File: src/shared/panel_seq_regs.svh
/*
  Named constants for the panel power sequencer and LVDS lane receiver.
  Assumes it is included by bare name wherever a count or position is used.
*/
`ifndef PANEL_SEQ_REGS_SVH
`define PANEL_SEQ_REGS_SVH

// ----------------------------------------------------------------
// Sequencing counts (frame sync falling edges)
// ----------------------------------------------------------------
// Falls seen before the one that starts the display (ninth fall)
`define PS_START_LAST 4'h8
// Frame periods run by the power-off sequence
`define PS_OFF_PERIODS 4'h7
// Increment step of the fall counter
`define PS_CNT_STEP 4'h1

// ----------------------------------------------------------------
// Lane layout
// ----------------------------------------------------------------
// Slot index that carries each bit, listed for bit6 down to bit0
`define LANE_SLOT_OF_BIT {3'h2, 3'h3, 3'h4, 3'h5, 3'h6, 3'h0, 3'h1}
// Lane carrying red high bits and green bit 2
`define LANE_IDX_A 2'h0
// Lane carrying green high bits and blue bits 3:2
`define LANE_IDX_B 2'h1
// Lane carrying blue high bits and the timing flags
`define LANE_IDX_C 2'h2
// Lane carrying the low two bits of each colour
`define LANE_IDX_D 2'h3
// Idle level of the link clock, loaded into its edge finder at reset
`define LINK_CLK_IDLE 1'h1

// ----------------------------------------------------------------
// Data path
// ----------------------------------------------------------------
// Colour value shown while blanked
`define PIX_BLACK 8'h00
// Default depth of the pixel FIFO
`define PIX_FIFO_DEPTH 32'h0000_0020

`endif

File: src/shared/panel_seq_pkg.sv
/*
  Types shared by the panel power sequencer, the host link model and the bench.
  Assumes nothing beyond a SystemVerilog compiler; holds no numbers of timing.
*/
`default_nettype none

package panel_seq_pkg;

  // ----------------------------------------------------------------
  // Power state
  // ----------------------------------------------------------------
  typedef enum logic [1:0] {
    ST_WAIT   = 2'b00,  // Powered, blanked, counting falls to start
    ST_ON     = 2'b01,  // Image shown
    ST_OFFSEQ = 2'b10,  // Power-off sequence running
    ST_OFF    = 2'b11   // Sequence done, blanked until reset
  } pwr_state_e;

  // ----------------------------------------------------------------
  // Decoded lane words (bit6 on the left)
  // ----------------------------------------------------------------
  typedef struct packed {
    logic       green_b2;   // Bit 6
    logic [5:0] red_hi;     // Red bits 7:2
  } lane_a_s;

  typedef struct packed {
    logic [1:0] blue_mid;   // Blue bits 3:2
    logic [4:0] green_hi;   // Green bits 7:3
  } lane_b_s;

  typedef struct packed {
    logic       pixel_valid_window;
    logic       frame_sync_pulse;
    logic       line_sync_pulse;
    logic [3:0] blue_hi;    // Blue bits 7:4
  } lane_c_s;

  typedef struct packed {
    logic       spare;
    logic [1:0] blue_lo;
    logic [1:0] green_lo;
    logic [1:0] red_lo;
  } lane_d_s;

  // ----------------------------------------------------------------
  // Pixel word handed downstream
  // ----------------------------------------------------------------
  typedef struct packed {
    logic       line_sync_pulse;
    logic       frame_sync_pulse;
    logic       pixel_valid_window;
    logic [7:0] red;
    logic [7:0] green;
    logic [7:0] blue;
  } pixel_s;

  // ----------------------------------------------------------------
  // Whole state of the sequencer
  // ----------------------------------------------------------------
  typedef struct packed {
    logic [1:0]      clk_sync;   // Link clock synchroniser
    logic [1:0]      shut_sync;  // Shutdown request synchroniser
    logic [3:0][6:0] lane_s1;    // Lane first stage
    logic [3:0][6:0] lane_s2;    // Lane second stage
    logic            clk_prev;   // Link clock edge finder
    logic            shut_prev;  // Shutdown edge finder
    logic            vs_prev;    // Last frame sync level
    pwr_state_e      st;         // Power state
    logic [3:0]      fall_cnt;   // Frame sync falls counted
    logic            disp_on;    // Image shown
    logic            off_busy;   // Off sequence running
    logic            panel_off;  // Off sequence complete
    logic            overrun;    // Sticky: word lost on full FIFO
  } seq_state_s;

endpackage

`default_nettype wire

File: src/hdl/pixel_fifo.sv
/*
  Pixel FIFO with registered output stage, flip-flop storage.
  Assumes DEPTH is a power of two and both sides on one clock.
*/
`timescale 1ns/1ns
`default_nettype none

module pixel_fifo #(
  parameter int WIDTH = 8,
  parameter int DEPTH = 32
) (
  input wire logic sys_clk_i,
  input wire logic resetn_i,
  input wire logic in_valid_i,
  output logic in_ready_o,
  input wire logic [WIDTH-1:0] in_data_i,
  output logic out_valid_o,
  input wire logic out_ready_i,
  output logic [WIDTH-1:0] out_data_o
);

  localparam int PW = $clog2(DEPTH);
  localparam int CW = $clog2(DEPTH + 1);
  localparam logic [CW-1:0] FULL_CNT = CW'(DEPTH);
  localparam logic [CW-1:0] ONE_CNT = CW'(1);
  localparam logic [PW-1:0] ONE_PTR = PW'(1);

  // ----------------------------------------------------------------
  // State
  // ----------------------------------------------------------------
  typedef struct packed {
    logic [DEPTH-1:0][WIDTH-1:0] mem;  // Storage
    logic [PW-1:0] wr_ptr;             // Next write slot
    logic [PW-1:0] rd_ptr;             // Next read slot
    logic [CW-1:0] count;              // Words held in storage
    logic out_valid;                   // Output stage holds a word
    logic [WIDTH-1:0] out_data;        // Output stage word
  } fifo_state_t;

  fifo_state_t q;
  fifo_state_t d;
  logic push;
  logic pop;

  // Ready is honest: low exactly when storage is full
  assign in_ready_o = (q.count != FULL_CNT);
  assign push = in_valid_i && in_ready_o;
  // Refill the output stage when it is empty or being taken
  assign pop = (q.count != '0) && (!q.out_valid || out_ready_i);
  assign out_valid_o = q.out_valid;
  assign out_data_o = q.out_data;

  // Next state
  always_comb
  begin
    d = q;
    if (push)
    begin
      d.mem[q.wr_ptr] = in_data_i;
      d.wr_ptr = q.wr_ptr + ONE_PTR;
    end
    if (pop)
    begin
      d.out_data = q.mem[q.rd_ptr];
      d.out_valid = 1'b1;
      d.rd_ptr = q.rd_ptr + ONE_PTR;
    end
    else if (out_ready_i)
    begin
      d.out_valid = 1'b0;
    end
    if (push && !pop)
    begin
      d.count = q.count + ONE_CNT;
    end
    else if (pop && !push)
    begin
      d.count = q.count - ONE_CNT;
    end
  end

  // Register
  always_ff @(posedge sys_clk_i)
  begin
    if (!resetn_i)
    begin
      q <= '0;
    end
    else
    begin
      q <= d;
    end
  end
endmodule

`default_nettype wire

File: src/hdl/panel_power_sequence_lvds_rx.sv
/*
  Panel power sequencer with LVDS lane word decoder and pixel FIFO.
  Assumes lanes arrive as seven captured slot bits per lane, stable around
  the link clock rising edge; link clock and shutdown come from outside.
*/
// Functional notes
// - Image starts at ninth frame sync fall
// - Shutdown rising edge starts power-off sequence
// - Off sequence lasts seven frame periods
// - Lane slots carry bit1,0,6,5,4,3,2 in order
// - Single shutdown line governs power; high means off
`timescale 1ns/1ns
`default_nettype none

`include "panel_seq_regs.svh"

module panel_power_sequence_lvds_rx #(
  parameter int FIFO_DEPTH = `PIX_FIFO_DEPTH
) (
  input wire logic sys_clk_i,
  input wire logic resetn_i,
  input wire logic link_clk_i,
  input wire logic [3:0][6:0] lane_slots_i,
  input wire logic shutdown_req_i,
  input wire logic px_ready_i,
  output logic px_valid_o,
  output panel_seq_pkg::pixel_s px_data_o,
  output logic display_on_o,
  output logic power_off_busy_o,
  output logic panel_off_o,
  output logic rx_overrun_o
);

  // ----------------------------------------------------------------
  // Constants and state
  // ----------------------------------------------------------------
  // Slot that carries each bit within a lane word
  localparam logic [6:0][2:0] SLOT_OF_BIT = `LANE_SLOT_OF_BIT;

  panel_seq_pkg::seq_state_s q;  // Registered state
  panel_seq_pkg::seq_state_s d;  // Next state
  panel_seq_pkg::pixel_s word;   // Decoded link word
  panel_seq_pkg::pixel_s push_data;  // Word as written to FIFO
  logic cap;          // Link clock rising edge seen
  logic shut_rise;    // Shutdown request rising edge
  logic vs_fall;      // Frame sync falling edge
  logic fifo_ready;   // FIFO can take a word

  // ----------------------------------------------------------------
  // Lane decoding
  // ----------------------------------------------------------------
  // Put one lane's slots back into bit order
  function automatic logic [6:0] slots_to_bits(input logic [6:0] slots);
    logic [6:0] bits;
    bits = '0;
    for (int b = 0; b < 7; b++)
    begin
      bits[b] = slots[SLOT_OF_BIT[b]];
    end
    return bits;
  endfunction

  // Assemble the pixel word from the four lanes
  function automatic panel_seq_pkg::pixel_s decode(input logic [3:0][6:0] lanes);
    panel_seq_pkg::lane_a_s la;
    panel_seq_pkg::lane_b_s lb;
    panel_seq_pkg::lane_c_s lc;
    panel_seq_pkg::lane_d_s ld;
    panel_seq_pkg::pixel_s p;
    la = slots_to_bits(lanes[`LANE_IDX_A]);
    lb = slots_to_bits(lanes[`LANE_IDX_B]);
    lc = slots_to_bits(lanes[`LANE_IDX_C]);
    ld = slots_to_bits(lanes[`LANE_IDX_D]);
    p.line_sync_pulse = lc.line_sync_pulse;
    p.frame_sync_pulse = lc.frame_sync_pulse;
    p.pixel_valid_window = lc.pixel_valid_window;
    p.red = {la.red_hi, ld.red_lo};
    p.green = {lb.green_hi, la.green_b2, ld.green_lo};
    p.blue = {lc.blue_hi, lb.blue_mid, ld.blue_lo};
    return p;
  endfunction

  // ----------------------------------------------------------------
  // Edge finding on synchronised inputs
  // ----------------------------------------------------------------
  assign cap = q.clk_sync[1] && !q.clk_prev;
  assign shut_rise = q.shut_sync[1] && !q.shut_prev;
  assign word = decode(q.lane_s2);
  assign vs_fall = cap && q.vs_prev && !word.frame_sync_pulse;

  // Blank colour outside the image window, keep timing flags
  always_comb
  begin
    push_data = word;
    if (!q.disp_on)
    begin
      push_data.red = `PIX_BLACK;
      push_data.green = `PIX_BLACK;
      push_data.blue = `PIX_BLACK;
    end
  end

  // ----------------------------------------------------------------
  // Next state
  // ----------------------------------------------------------------
  always_comb
  begin
    d = q;
    // Two-stage synchronisers
    d.clk_sync = {q.clk_sync[0], link_clk_i};
    d.shut_sync = {q.shut_sync[0], shutdown_req_i};
    d.lane_s1 = lane_slots_i;
    d.lane_s2 = q.lane_s1;
    d.clk_prev = q.clk_sync[1];
    d.shut_prev = q.shut_sync[1];
    // Track frame sync per link word
    if (cap)
    begin
      d.vs_prev = word.frame_sync_pulse;
    end
    // Sticky: a word arrived while the FIFO was full
    d.overrun = q.overrun || (cap && !fifo_ready);
    unique case (q.st)
      // Blanked, counting falls until the image may start
      panel_seq_pkg::ST_WAIT:
      begin
        if (shut_rise)
        begin
          d.st = panel_seq_pkg::ST_OFFSEQ;
          d.fall_cnt = '0;
        end
        else if (vs_fall)
        begin
          if (q.fall_cnt == `PS_START_LAST)
          begin
            d.st = panel_seq_pkg::ST_ON;
            d.fall_cnt = '0;
          end
          else
          begin
            d.fall_cnt = q.fall_cnt + `PS_CNT_STEP;
          end
        end
      end
      // Image shown until shutdown rises
      panel_seq_pkg::ST_ON:
      begin
        if (shut_rise)
        begin
          d.st = panel_seq_pkg::ST_OFFSEQ;
          d.fall_cnt = '0;
        end
      end
      // First fall opens period one; fall ending period seven finishes
      panel_seq_pkg::ST_OFFSEQ:
      begin
        if (vs_fall)
        begin
          if (q.fall_cnt == `PS_OFF_PERIODS)
          begin
            d.st = panel_seq_pkg::ST_OFF;
          end
          else
          begin
            d.fall_cnt = q.fall_cnt + `PS_CNT_STEP;
          end
        end
      end
      // Held until reset
      panel_seq_pkg::ST_OFF:
      begin
        d.st = panel_seq_pkg::ST_OFF;
      end
    endcase
    // Status flags follow the next state
    d.disp_on = (d.st == panel_seq_pkg::ST_ON);
    d.off_busy = (d.st == panel_seq_pkg::ST_OFFSEQ);
    d.panel_off = (d.st == panel_seq_pkg::ST_OFF);
  end

  // ----------------------------------------------------------------
  // Register
  // ----------------------------------------------------------------
  always_ff @(posedge sys_clk_i)
  begin
    if (!resetn_i)
    begin
      q <= '0;
      // Edge finder starts at the idle link level, so no false capture follows reset
      q.clk_sync <= {2{`LINK_CLK_IDLE}};
      q.clk_prev <= `LINK_CLK_IDLE;
    end
    else
    begin
      q <= d;
    end
  end

  // ----------------------------------------------------------------
  // Pixel FIFO and outputs
  // ----------------------------------------------------------------
  pixel_fifo #(
    .WIDTH($bits(panel_seq_pkg::pixel_s)),
    .DEPTH(FIFO_DEPTH)
  ) u_fifo (
    .sys_clk_i(sys_clk_i),
    .resetn_i(resetn_i),
    .in_valid_i(cap),
    .in_ready_o(fifo_ready),
    .in_data_i(push_data),
    .out_valid_o(px_valid_o),
    .out_ready_i(px_ready_i),
    .out_data_o(px_data_o)
  );

  assign display_on_o = q.disp_on;
  assign power_off_busy_o = q.off_busy;
  assign panel_off_o = q.panel_off;
  assign rx_overrun_o = q.overrun;
endmodule

`default_nettype wire

File: config.mk
export PLATFORM = sky130hd
export DESIGN_NAME = panel_power_sequence_lvds_rx
export DESIGN_NICKNAME = d
export VERILOG_FILES = /design/src/shared/panel_seq_pkg.sv /design/src/hdl/pixel_fifo.sv /design/src/hdl/panel_power_sequence_lvds_rx.sv
export VERILOG_INCLUDE_DIRS = /design/src /design/src/shared
export SDC_FILE = /design/constraint.sdc
export NUM_CORES = 2
export LEC_CHECK = 0
export BUFFER_PORTS_ARGS = -buffer_cell sky130_fd_sc_hd__buf_2
export CORE_UTILIZATION = 25
export DETAILED_ROUTE_END_ITERATION = 10
export SLEW_MARGIN = 20
export SYNTH_ARGS = -nofsm -noshare
export SYNTH_HDL_FRONTEND = slang
export SYNTH_SLANG_ARGS = --single-unit
export TNS_END_PERCENT = 100
File: constraint.sdc
create_clock -name sys_clk_i -period 3.4 [get_ports sys_clk_i]
set_input_delay 0.51 -clock sys_clk_i [delete_from_list [all_inputs] [get_ports sys_clk_i]]
set_output_delay 0.51 -clock sys_clk_i [all_outputs]
set_load 0.02 [all_outputs]
==> impl_metrics.tcl <==
set metrics [dict create \
    drc_errors 0 \
    grt_max_degree 120 \
    ir_worst_vdd_mv 0.518 \
    overflow 0 \
    gr-usage-met2_pct 26.1 \
    fin_skew_ps 34.4 \
    crit_type "reg2reg" \
    cp-start-kind "flop" \
    syn_to_final_growth_pct 14.1 \
    total_power_mw 27.1 \
    rows 149 \
    tns_ps 0 \
    end_kind "flop" \
    min_period_ps 3360 \
    synth-edff-count 0 \
    yosysSeqAreaShare_pct 47.2 \
    core_mm2 0.165 \
    final_nets 4776 \
    synth.distinct_cells 59 \
    antenna_found_initial 1 \
    synth_nets 4919 \
    synth_area_per_cell_um2 8.52 \
    die_w_um 409 \
    maxSlewHeadroom_pct 25.5 \
    initial_utilization_pct 25.2 \
    drtPass1Iterations 7 \
    postRouteWirelength_um 138000 \
    fmax_mhz 298 \
    synth_seq_cells 979 \
    yosys.area.top_type "dfxtp_1" \
    cts_setup_buffers 0 \
    grt_pass1_vias 33400 \
    setup_violations 0 \
    syn-instance-count 4868 \
    hold_path.class "in2reg" \
    syn_area_mm2 0.0415 \
    hpwl_um 82400 \
    clk_path_buf_depth 3 \
    power.leakage_nw 14.9 \
    fin_crit_sh_pct 98.8 \
    async_reset_ff_share_pct 0 \
    yosysWarnings 0 \
    antenna_left 0 \
    h-tree-depth 3 \
    clock-sinks 979 \
    use_met3_pct 2.96 \
    drive_above_1_share_pct 13.6 \
    cp_max_fo 20 \
    synth.area.top_cells "dfxtp_1, nand2_1, a21oi_1" \
    num_vias 34600 \
    p_per_area_mw_per_mm2 573 \
    clock_latency_ps 700 \
    synth_top_cell_area_share_pct 47.2 \
    die_h_um 409 \
    slew_viol_final 0 \
    grt.met1_usage_pct 20.5 \
    viasPerCell 4.94 \
    worst_pin_slew_ps 1090 \
    synth_top_flop_cell "dfxtp_1" \
    status "completed" \
    rsz0062_at_grt "false" \
    port_buffers 63 \
    finalHoldViolCount 0 \
    grt_usage_pct 15.9 \
    wl_per_cell_um 19.6 \
    cts_buffers 105 \
    cts_tree "done" \
    cp.arrival_ps 3940 \
    die_area_mm2 0.168 \
    grt_pass1_wl_um 206000 \
    io_pins 65 \
    cap_violations 0 \
    place.gp.congestion 0.841 \
    drtIter0Drc 3654 \
    grt_busiest_layer "met2" \
    critPathRequiredTime_ps 3980 \
    cts_root_buffer "clkbuf_16" \
    path_clk_slew_ps 60 \
]
[layout by cell type (no fill, tap or decap), types with 30 or more instances in the layout]
| master | instances |
|---|---|
| nand2_2 | 30 |
| mux4_2 | 163 |
| and2_1 | 86 |
| dfxtp_1 | 975 |
| buf_4 | 138 |
| a22o_1 | 52 |
| clkbuf_16 | 107 |
| mux2i_1 | 110 |
| nand2_1 | 1745 |
| a21oi_1 | 920 |
| buf_2 | 63 |
[per-stage QoR]
| stage | hold slack [ps] | setup slack, ps | cell area [um^2] | util (%) | instances |
|---|---|---|---|---|---|
| floorplan | 386 | 435 | 41500 | - | 4868 |
| global placement | 420 | 177 | 43700 | 26.5 | 6803 |
| CTS | 1.28 | 229 | 47300 | 28.7 | 7000 |
| detailed placement | 419 | 238 | 43700 | 26.5 | 6803 |
| global route | 18.7 | 26.8 | 47300 | 28.7 | 7001 |
| finish | 32.3 | 40.8 | 47300 | 28.7 | 7001 |
[kinds of logic (layout without fill, tap and decap cells)]
group	after synthesis	after routing	synth area share (%)
and+or+nand+nor	1971	1971	19.2
adders and majority gates	18	18	0.561
xor gates and xnor gates	11	11	0.232
other	0	1	0
DFF	979	979	47.2
buffers and inverters	495	438	6.16
AOI/OAI and AO/OA	1120	1120	15.1
muxes	274	274	11.5
[sequential cells by signal, indices dropped and copies added (netlist names)]
register            cells
q                      33
d                      31
u_fifo.q              880
power_off_busy_o        1
u_fifo.out_data_o      27
push_data               3
rx_overrun_o            1
panel_off_o             1
u_fifo.out_valid_o      1
display_on_o            1
[synthesized netlist by cell type, types with 13 or more instances]
master / instances
o221ai_1: 27
a21oi_1: 920
buf_6: 48
nor2_2: 22
dfxtp_1: 979
buf_1: 83
inv_1: 13
and2_1: 86
a22oi_1: 27
mux4_2: 163
nand2_1: 1745
nand2_2: 30
buf_4: 62
a2111oi_0: 27
ha_1: 17
mux2i_1: 110
clkbuf_1: 202
a22o_1: 52
o22ai_1: 26
buf_2: 85
nor2_1: 28
[cell type report]
cell class                      instances  area (um^2)
Fill cell                           17400       117000
Timing Repair Buffer                  230         1890
Sequential cell                       979        19600
Clock inverter                         36          422
Tap cell                             2189         2740
Antenna cell                            1         2.50
Clock buffer                          157         3140
Multi-Input combinational cell       3394        19500
Inverter                               15         63.8
[worst max-delay path, stage by stage, from the launching register on]
cell       delay [ps]
dfxtp_4           680
buf_4             310
mux4_2            520
a22o_1            310
a2111oi_0         940
buf_4             260
a21oi_1            40
a22o_1            180
[routing by layer]
metal | share of wire (%) | up-vias
met5 | 0 | -
met4 | 3.6 | 0
met3 | 8.3 | 273
met2 | 47 | 1410
met1 | 41 | 16900
li1 | - | 16100
[path summary, 6_finish.rpt]
kind,from,end,slack [ps],cells after the start
setup reg to reg,u_fifo.q[34],u_fifo.out_data_o[16],40,7
setup / recovery,u_fifo.q[34],u_fifo.out_data_o[16],40,7
hold / removal,lane_slots_i[1],d[14],30,2
hold reg to reg,d[20],q[20],430,1
[repair_timing]
item / 4_1_cts / 5_1_grt
endpoints found under the hold margin: 4 / 0
resized for setup: 0 / 0
hold buffers: 4 / 0
[power breakdown]
| group | switching [mW] | internal, mW | leakage [nW] |
|---|---|---|---|
| registers | 0.291 | 11.6 | 7.90 |
| clock network | 4.80 | 6.90 | 1.77 |
| logic | 2.25 | 1.30 | 5.21 |
Note: power is estimated with default switching activity, not from simulation.
